==> src/logic/rxi_pkg.sv <==
package rxi_pkg;
  // register offsets on the register port
  localparam logic [7:0] RXI_ADDR_PORT_SEL = 8'h4c;
  localparam logic [7:0] RXI_ADDR_PORT_STATUS_ONE = 8'h4d;
  localparam logic [7:0] RXI_ADDR_PORT_STS2 = 8'h4e;
  localparam logic [7:0] RXI_ADDR_CAM_STS = 8'h7a;
  localparam logic [7:0] RXI_ADDR_ICR_HIGH = 8'hd8;
  localparam logic [7:0] RXI_ADDR_ICR_LOW = 8'hd9;
  localparam logic [7:0] RXI_ADDR_ISR_HIGH = 8'hda;
  localparam logic [7:0] RXI_ADDR_ISR_LOW = 8'hdb;
  localparam logic [7:0] RXI_ADDR_GPIO_STS = 8'hdc;
  localparam logic [7:0] RXI_ADDR_SEN_RISE = 8'hde;
  localparam logic [7:0] RXI_ADDR_SEN_FALL = 8'hdf;

  // reset values
  localparam logic [7:0] RXI_RST_PORT_SEL = 8'h00;
  localparam logic [7:0] RXI_RST_ICR = 8'h00;

  // writable enable bits
  localparam logic [7:0] RXI_ICR_HIGH_MASK = 8'h07;
  localparam logic [7:0] RXI_ICR_LOW_MASK = 8'h7f;

  // flag positions in the 12-bit per-port vector: low register bits 6:0, then high 4:0
  localparam int RXI_NFLAG = 12;
  localparam int RXI_F_LOCK = 0;
  localparam int RXI_F_VALID = 1;
  localparam int RXI_F_PARITY = 2;
  localparam int RXI_F_CAMERA = 3;
  localparam int RXI_F_OVERFLOW = 4;
  localparam int RXI_F_LINE_CNT = 5;
  localparam int RXI_F_LINE_LEN = 6;
  localparam int RXI_F_CRC = 7;
  localparam int RXI_F_SEQ = 8;
  localparam int RXI_F_ENC = 9;
  localparam int RXI_F_SENSOR = 10;
  localparam int RXI_F_GPIO = 11;
  localparam int RXI_LOW_W = 7;
  localparam int RXI_HIGH_W = 5;
endpackage

==> src/logic/rxi_sticky_flags.sv <==
`timescale 1ns/100ps
module rxi_sticky_flags #(
  parameter int W = 12
) (
  input wire logic i_clk,
  input wire logic i_srst,
  input wire logic [W-1:0] i_set,
  input wire logic [W-1:0] i_clr,
  output logic [W-1:0] o_flags
);
  logic [W-1:0] flags_q;
  logic [W-1:0] flags_d;

  // hold until cleared; a set in the clear cycle wins
  assign flags_d = (flags_q & ~i_clr) | i_set; // RULE15

  // flag storage
  always_ff @(posedge i_clk) begin
    if (i_srst) begin
      flags_q <= '0;
    end else begin
      flags_q <= flags_d;
    end
  end

  assign o_flags = flags_q;
endmodule

==> src/logic/rxi_port_int_status.sv <==
`timescale 1ns/100ps
// Function
// RULE1: gpio change flag, high bit 4, cleared by reading forward gpio status.
// RULE2: sensor change flag, high bit 3, cleared after both sensor edge registers read.
// RULE3: encoding error flag, high bit 2, cleared by reading port status two.
// RULE4: control sequence error flag, high bit 1, cleared by reading port status one.
// RULE5: control crc error flag, high bit 0, cleared by reading port status one.
// RULE6: line length change flag, low bit 6, cleared by reading port status two.
// RULE7: line count change flag, low bit 5, cleared by reading port status two.
// RULE8: receive overflow flag, low bit 4, cleared by reading port status two.
// RULE9: camera receiver error flag, low bit 3, cleared by reading 0x7a.
// RULE10: parity error flag, low bit 2, cleared by reading port status one.
// RULE11: port valid change flag, low bit 1, cleared by reading port status one.
// RULE12: lock change flag, low bit 0, cleared by reading port status one.
// RULE13: interrupt only where enable bit set; enables reset to zero. The gpio and sensor flags here raise the interrupt with no enable bit.
// RULE14: port select register picks which port the register port reaches.
// RULE15: flags hold until clearing read; simultaneous event keeps flag set.
module rxi_port_int_status
  import rxi_pkg::*;
#(
  parameter int NUM_PORTS = 2
) (
  input wire logic i_clk,
  input wire logic i_srst,
  // register port
  input wire logic i_reg_wr,
  input wire logic i_reg_rd,
  input wire logic [7:0] i_reg_addr,
  input wire logic [7:0] i_reg_wdata,
  output logic [7:0] o_reg_rdata,
  output logic o_reg_hit,
  // per-port events, one-cycle pulses
  input wire logic [NUM_PORTS-1:0] i_fwd_gpio_change,
  input wire logic [NUM_PORTS-1:0] i_sensor_change,
  input wire logic [NUM_PORTS-1:0] i_link_encoding_error,
  input wire logic [NUM_PORTS-1:0] i_ctrl_sequence_error,
  input wire logic [NUM_PORTS-1:0] i_ctrl_crc_error,
  input wire logic [NUM_PORTS-1:0] i_line_length_change,
  input wire logic [NUM_PORTS-1:0] i_line_count_change,
  input wire logic [NUM_PORTS-1:0] i_rx_overflow,
  input wire logic [NUM_PORTS-1:0] i_camera_rx_error,
  input wire logic [NUM_PORTS-1:0] i_link_parity_error,
  input wire logic [NUM_PORTS-1:0] i_port_valid_change,
  input wire logic [NUM_PORTS-1:0] i_lock_change,
  // per-port interrupt request
  output logic [NUM_PORTS-1:0] o_port_int
);
  localparam int SEL_W = (NUM_PORTS > 1) ? $clog2(NUM_PORTS) : 1;

  // register state
  logic [7:0] port_sel_q;
  logic [7:0] port_sel_d;
  logic [7:0] icr_high_q [NUM_PORTS];
  logic [7:0] icr_low_q [NUM_PORTS];
  logic [NUM_PORTS-1:0] rise_seen_q;
  logic [NUM_PORTS-1:0] fall_seen_q;
  logic [7:0] rdata_q;
  logic hit_q;
  logic [RXI_NFLAG-1:0] flags [NUM_PORTS];
  logic [SEL_W-1:0] sel_idx;
  logic [NUM_PORTS-1:0] sel_hot;

  // address decode
  wire rd_sts1 = i_reg_rd && (i_reg_addr == RXI_ADDR_PORT_STATUS_ONE);
  wire rd_sts2 = i_reg_rd && (i_reg_addr == RXI_ADDR_PORT_STS2);
  wire rd_cam = i_reg_rd && (i_reg_addr == RXI_ADDR_CAM_STS);
  wire rd_gpio = i_reg_rd && (i_reg_addr == RXI_ADDR_GPIO_STS);
  wire rd_rise = i_reg_rd && (i_reg_addr == RXI_ADDR_SEN_RISE);
  wire rd_fall = i_reg_rd && (i_reg_addr == RXI_ADDR_SEN_FALL);
  wire wr_sel = i_reg_wr && (i_reg_addr == RXI_ADDR_PORT_SEL);
  wire wr_icr_high = i_reg_wr && (i_reg_addr == RXI_ADDR_ICR_HIGH);
  wire wr_icr_low = i_reg_wr && (i_reg_addr == RXI_ADDR_ICR_LOW);

  // selected port, out-of-range indexes reach no port
  assign sel_idx = port_sel_q[SEL_W-1:0]; // RULE14
  assign port_sel_d = wr_sel ? i_reg_wdata : port_sel_q;

  // port select register
  always_ff @(posedge i_clk) begin
    if (i_srst) begin
      port_sel_q <= RXI_RST_PORT_SEL;
    end else begin
      port_sel_q <= port_sel_d; // RULE14
    end
  end

  // one flag bank and enable pair per receive port
  genvar p;
  generate
    for (p = 0; p < NUM_PORTS; p++) begin : g_port
      // per-port set and clear vectors
      logic [RXI_NFLAG-1:0] set_vec;
      logic [RXI_NFLAG-1:0] clr_vec;
      logic sel_p;
      logic sen_clr;

      // this port is the one the select register names
      assign sel_p = (32'(sel_idx) == p) && (int'(port_sel_q) < NUM_PORTS);
      assign sel_hot[p] = sel_p;

      // both sensor edge registers read, the second one possibly now
      assign sen_clr = (rise_seen_q[p] || (sel_p && rd_rise))
        && (fall_seen_q[p] || (sel_p && rd_fall)); // RULE2

      // event to flag position
      assign set_vec[RXI_F_LOCK] = i_lock_change[p]; // RULE12
      assign set_vec[RXI_F_VALID] = i_port_valid_change[p]; // RULE11
      assign set_vec[RXI_F_PARITY] = i_link_parity_error[p]; // RULE10
      assign set_vec[RXI_F_CAMERA] = i_camera_rx_error[p]; // RULE9
      assign set_vec[RXI_F_OVERFLOW] = i_rx_overflow[p]; // RULE8
      assign set_vec[RXI_F_LINE_CNT] = i_line_count_change[p]; // RULE7
      assign set_vec[RXI_F_LINE_LEN] = i_line_length_change[p]; // RULE6
      assign set_vec[RXI_F_CRC] = i_ctrl_crc_error[p]; // RULE5
      assign set_vec[RXI_F_SEQ] = i_ctrl_sequence_error[p]; // RULE4
      assign set_vec[RXI_F_ENC] = i_link_encoding_error[p]; // RULE3
      assign set_vec[RXI_F_SENSOR] = i_sensor_change[p]; // RULE2
      assign set_vec[RXI_F_GPIO] = i_fwd_gpio_change[p]; // RULE1

      // clearing reads of the selected port
      assign clr_vec[RXI_F_LOCK] = sel_p && rd_sts1; // RULE12
      assign clr_vec[RXI_F_VALID] = sel_p && rd_sts1; // RULE11
      assign clr_vec[RXI_F_PARITY] = sel_p && rd_sts1; // RULE10
      assign clr_vec[RXI_F_CAMERA] = sel_p && rd_cam; // RULE9
      assign clr_vec[RXI_F_OVERFLOW] = sel_p && rd_sts2; // RULE8
      assign clr_vec[RXI_F_LINE_CNT] = sel_p && rd_sts2; // RULE7
      assign clr_vec[RXI_F_LINE_LEN] = sel_p && rd_sts2; // RULE6
      assign clr_vec[RXI_F_CRC] = sel_p && rd_sts1; // RULE5
      assign clr_vec[RXI_F_SEQ] = sel_p && rd_sts1; // RULE4
      assign clr_vec[RXI_F_ENC] = sel_p && rd_sts2; // RULE3
      assign clr_vec[RXI_F_SENSOR] = sen_clr; // RULE2
      assign clr_vec[RXI_F_GPIO] = sel_p && rd_gpio; // RULE1

      // sticky status bits of this port
      rxi_sticky_flags #(
        .W(RXI_NFLAG)
      ) u_flags (
        .i_clk(i_clk),
        .i_srst(i_srst),
        .i_set(set_vec),
        .i_clr(clr_vec),
        .o_flags(flags[p])
      );

      // enable registers and sensor read trackers
      always_ff @(posedge i_clk) begin
        if (i_srst) begin
          icr_high_q[p] <= RXI_RST_ICR; // RULE13
          icr_low_q[p] <= RXI_RST_ICR; // RULE13
          rise_seen_q[p] <= 1'b0;
          fall_seen_q[p] <= 1'b0;
        end else begin
          if (sel_p && wr_icr_high) begin
            icr_high_q[p] <= i_reg_wdata & RXI_ICR_HIGH_MASK;
          end
          if (sel_p && wr_icr_low) begin
            icr_low_q[p] <= i_reg_wdata & RXI_ICR_LOW_MASK;
          end
          if (sen_clr) begin
            rise_seen_q[p] <= 1'b0;
            fall_seen_q[p] <= 1'b0;
          end else begin
            rise_seen_q[p] <= rise_seen_q[p] || (sel_p && rd_rise);
            fall_seen_q[p] <= fall_seen_q[p] || (sel_p && rd_fall);
          end
        end
      end

      // gpio and sensor bits raise the interrupt with no enable bit
      assign o_port_int[p] =
        |(flags[p][RXI_LOW_W-1:0] & icr_low_q[p][RXI_LOW_W-1:0])
        | |(flags[p][RXI_F_ENC:RXI_F_CRC] & icr_high_q[p][2:0])
        | flags[p][RXI_F_SENSOR] | flags[p][RXI_F_GPIO]; // RULE13
    end
  endgenerate

  // read data mux for the selected port
  logic [7:0] rd_mux;
  logic rd_known;
  always_comb begin
    rd_mux = 8'h00;
    rd_known = 1'b1;
    unique case (i_reg_addr)
      RXI_ADDR_PORT_SEL: rd_mux = port_sel_q;
      RXI_ADDR_ICR_HIGH: rd_known = 1'b1;
      RXI_ADDR_ICR_LOW: rd_known = 1'b1;
      RXI_ADDR_ISR_HIGH: rd_known = 1'b1;
      RXI_ADDR_ISR_LOW: rd_known = 1'b1;
      default: rd_known = 1'b0;
    endcase
    // port-specific registers of the selected port only
    for (int k = 0; k < NUM_PORTS; k++) begin
      if (sel_hot[k]) begin
        if (i_reg_addr == RXI_ADDR_ICR_HIGH) begin
          rd_mux = icr_high_q[k];
        end
        if (i_reg_addr == RXI_ADDR_ICR_LOW) begin
          rd_mux = icr_low_q[k];
        end
        if (i_reg_addr == RXI_ADDR_ISR_HIGH) begin
          rd_mux = {3'h0, flags[k][RXI_NFLAG-1:RXI_LOW_W]};
        end
        if (i_reg_addr == RXI_ADDR_ISR_LOW) begin
          rd_mux = {1'h0, flags[k][RXI_LOW_W-1:0]};
        end
      end
    end
  end

  // registered read answer, one cycle after the read strobe
  always_ff @(posedge i_clk) begin
    if (i_srst) begin
      rdata_q <= 8'h00;
      hit_q <= 1'b0;
    end else if (i_reg_rd) begin
      rdata_q <= rd_known ? rd_mux : 8'h00;
      hit_q <= rd_known;
    end
  end

  // registered read outputs
  assign o_reg_rdata = rdata_q;
  assign o_reg_hit = hit_q;
endmodule

==> config.mk <==
export PLATFORM = sky130hd
export DESIGN_NAME = rxi_port_int_status
export DESIGN_NICKNAME = d
export VERILOG_FILES = /design/src/logic/rxi_pkg.sv /design/src/logic/rxi_sticky_flags.sv /design/src/logic/rxi_port_int_status.sv
export SDC_FILE = /design/constraint.sdc
export NUM_CORES = 1
export LEC_CHECK = 0
export ABC_CLOCK_PERIOD_IN_PS = 1800
export BUFFER_PORTS_ARGS = -buffer_cell sky130_fd_sc_hd__buf_2
export CAP_MARGIN = 20
export CORE_MARGIN = 5
export CORE_UTILIZATION = 50
export CTS_CLUSTER_DIAMETER = 40
export DETAILED_ROUTE_END_ITERATION = 7
export MAX_ROUTING_LAYER = met4
export PLACE_DENSITY = 0.77
export RECOVER_POWER = 50
export SYNTH_ARGS = -nofsm -noshare
export SYNTH_HDL_FRONTEND = slang
export SYNTH_SLANG_ARGS = --single-unit
==> constraint.sdc <==
create_clock -name i_clk -period 1.8 [get_ports i_clk]
set_input_delay 0.36 -clock i_clk [delete_from_list [all_inputs] [get_ports i_clk]]
set_output_delay 0.36 -clock i_clk [all_outputs]
set_load 0.03 [all_outputs]
==> flow_summary_export.csv <==
group,metric,value,unit
global_route,grt_usage,0.245,
timing,relSlewSlack,0.681,
clock_network,cts_buffer_depth,2,
route,vias,3135,
global_route,grt_max_degree,29,
die,ios,55,
route,routed_wl,9.62,mm
route,vias_per_cell,6.10,
pwr,ir_drop,0.000589,V
placed_design,post-place-ws,-0.191,ns
clock_network,clkLatencyLatePin,0.35,ns
synth,ys_ff_latch,65,
placed_design,place_congestion,0.962,
synth,synth_area_leaders,"dfxtp_1 (29%), edfxtp_1 (19%), nor2_1 (5.6%), mux2i_1 (5.1%), a21oi_1 (4.6%)",
clock_network,cts_num_sinks,65,
synth,synth_async_sr_flop_share,0,
clock_network,clk_pin_slew_worst_paths,0.07,ns
clock_network,ctsHtreeMaxLevel,3,
timing,fmax,515,MHz
route,drtPass1Iterations,6,
die,die_h,89.3,µm
synth,yosysUniqueCellTypes,52,
worst_setup_path,crit_type,"flip-flop to primary output",
synth,synth_edf_count,20,
worst_setup_path,start_kind,"flip-flop",
timing,min_period,1.94,ns
layout,area_delta_synth_final,33.2,%
worst_setup_path,required,1.44,ns
global_route,grt_pass1_vias,2838,
synth,avgSynthCellArea,9.42,µm²
route,drt_iter0_markers,341,
clock_network,cts_root_buf,"clkbuf_8",
global_route,grt_pass1_wl,14.1,mm
route,drc_errors,0,
route,wl_per_cell,18.7,µm
job,cap_violations,0,
layout,fin_nets,478,
worst_setup_path,path_max_fanout,2,
synth,synth_largest_area_cell,"dfxtp_1",
layout,drive_gt1_frac,0.358,
global_route,antenna_found_initial,0,
layout,diodes,0,
placed_design,place_hpwl,6.84,mm
synth,syn_nets,378,
clock_network,cts_buffers,9,
synth,synth_common_cells,"nor2_1 (47), dfxtp_1 (45), a21oi_1 (29), nand2_1 (29), edfxtp_1 (20)",
clock_network,cts-hold-fix-buffers,0,
worst_setup_path,cp.arrival,1.58,ns
synth,yosysWarnings,0,
die,start_util,0.522,
outcome,failed_checks,"setup timing",
worst_setup_path,end_kind,"primary output",
timing,clock_skew,0.00901,ns
worst_hold_path,hp-class,"input port to flip-flop",
global_route,grt_overflow,0,
timing,rsz0062_at_grt,"yes",
timing,setup_ws,-0.140,ns
timing,drv_slew,0,
timing,min_period_over_period,1.08,
timing,setup_viol,44,
clock_network,tritoncts,"done",
die,num_rows,28,
die,die_w,89.3,µm
outcome,outcome,"finished, violations left",
synth,syn-cell-area,3150,µm²
die,dieArea,7980,µm²
placed_design,portBuffers,54,
die,core_area,6030,µm²
pwr,pwr_density_cell,782,nW/µm²
pwr,leakagePower,1.70,nW
timing,finalHoldViolCount,0,
synth,synth_cells,334,
synth,yosysMostFrequentCell,"nor2_1",
route,antenna_left,0,
timing,worst_pin_slew,0.476,ns
worst_setup_path,r2r_slack,-0.07,ns
synth,synth_top_area_frac,0.286,
pwr,power,3.28,mW
synth,seq_area_frac_synth,0.477,
synth,ys.flop_type,"dfxtp_1",
path summary, 6_finish.rpt:
check,to,cells past startpoint,startpoint
setup / recovery,o_port_int[0],4,icr_high_q[0][1]
hold / removal,g_port[1].u_flags.o_flags[9],3,i_link_encoding_error[1]
setup reg to reg,o_reg_rdata[2],9,port_sel_q[4]
hold reg to reg,o_reg_hit,1,o_reg_hit
stage by stage:
stage	hold slack [ns]	setup TNS, ns	cells	utilization	instance area, µm²
after detailed placement	0.435	-2.32	489	0.623	3750
after global routing	0.203	-7.21	514	0.695	4190
after global placement	0.432	-0.752	489	0.623	3750
after floorplan	0.444	-0.616	334	-	3150
final	0.220	-2.50	514	0.695	4190
after CTS	0.207	-0.207	509	0.672	4050
layer usage:
metal  GRT usage  up-vias  wire (µm)
li1            -     1428          -
met1       0.306     1490       3780
met2       0.370      190       4600
met3      0.0479       27        941
met4       0.135        0        299
met5           -        -          0
sequential cells by signal, indices dropped and copies added, names as in the netlist:
| signal | cells |
|---|---|
| icr_high_q | 6 |
| rise_seen_q | 2 |
| o_reg_hit | 1 |
| g_port.u_flags.o_flags | 24 |
| o_reg_rdata | 8 |
| port_sel_q | 8 |
| icr_low_q | 14 |
| fall_seen_q | 2 |
what timing repair did:
| action | CTS | global route |
|---|---|---|
| setup endpoints to repair | 17 | 49 |
| pin swaps | 7 | 11 |
| buffers inserted | 4 | 5 |
| resized for setup | 13 | 41 |
power by group:
group / internal [mW] / leakage (nW) / switching, mW
clock: 0.765 / 0.106 / 0.562
sequential: 1.57 / 0.573 / 0.0583
combinational: 0.153 / 1.02 / 0.175
cell usage in the layout, fill, tap and decap left out, types with 3 or more instances in the layout:
cell      instances
and3_1            3
edfxtp_1         20
nor2b_1           3
a31oi_1           3
clkbuf_2          3
inv_1            11
a21oi_2           5
nand2_2           3
o21ai_0           8
nand3_1           7
o211ai_1          3
mux2_2            6
clkbuf_8          9
nand2_1          25
o22ai_1           3
buf_4            42
mux2i_1          16
buf_2            43
nor2_2            7
dfxtp_1          44
nor2_1           41
buf_6             6
nand4b_1          4
a222oi_1          3
a21oi_1          24
a221oi_2          3
nor3_1            7
clkinv_1          3
a22o_1            6
and2_1           14
clkbuf_1         10
a22oi_1           4
layout make-up:
type | instances | area, µm²
Clock buffer | 9 | 124
Sequential cell | 65 | 1500
Clock inverter | 7 | 85.1
Multi-Input combinational cell | 241 | 1680
Tap cell | 75 | 93.8
Fill cell | 472 | 1840
Inverter | 11 | 41.3
Timing Repair Buffer | 106 | 666
kinds of logic (layout without fill, tap and decap cells):
kind of cell    Yosys count  in the layout  share of synthesized area
buf+inv                  28            133                     0.0422
mux                      24             24                     0.0867
simple gates            133            133                      0.218
compound gates           84             84                      0.176
flops                    65             65                      0.477
worst max-delay path: stages, from the launching register on:
cell,delay [ns]
edfxtp_1,0.42
a22o_1,0.28
a2111oi_4,0.22
nand3_1,0.14
buf_6,0.16
(Power assumes the default switching activity.)
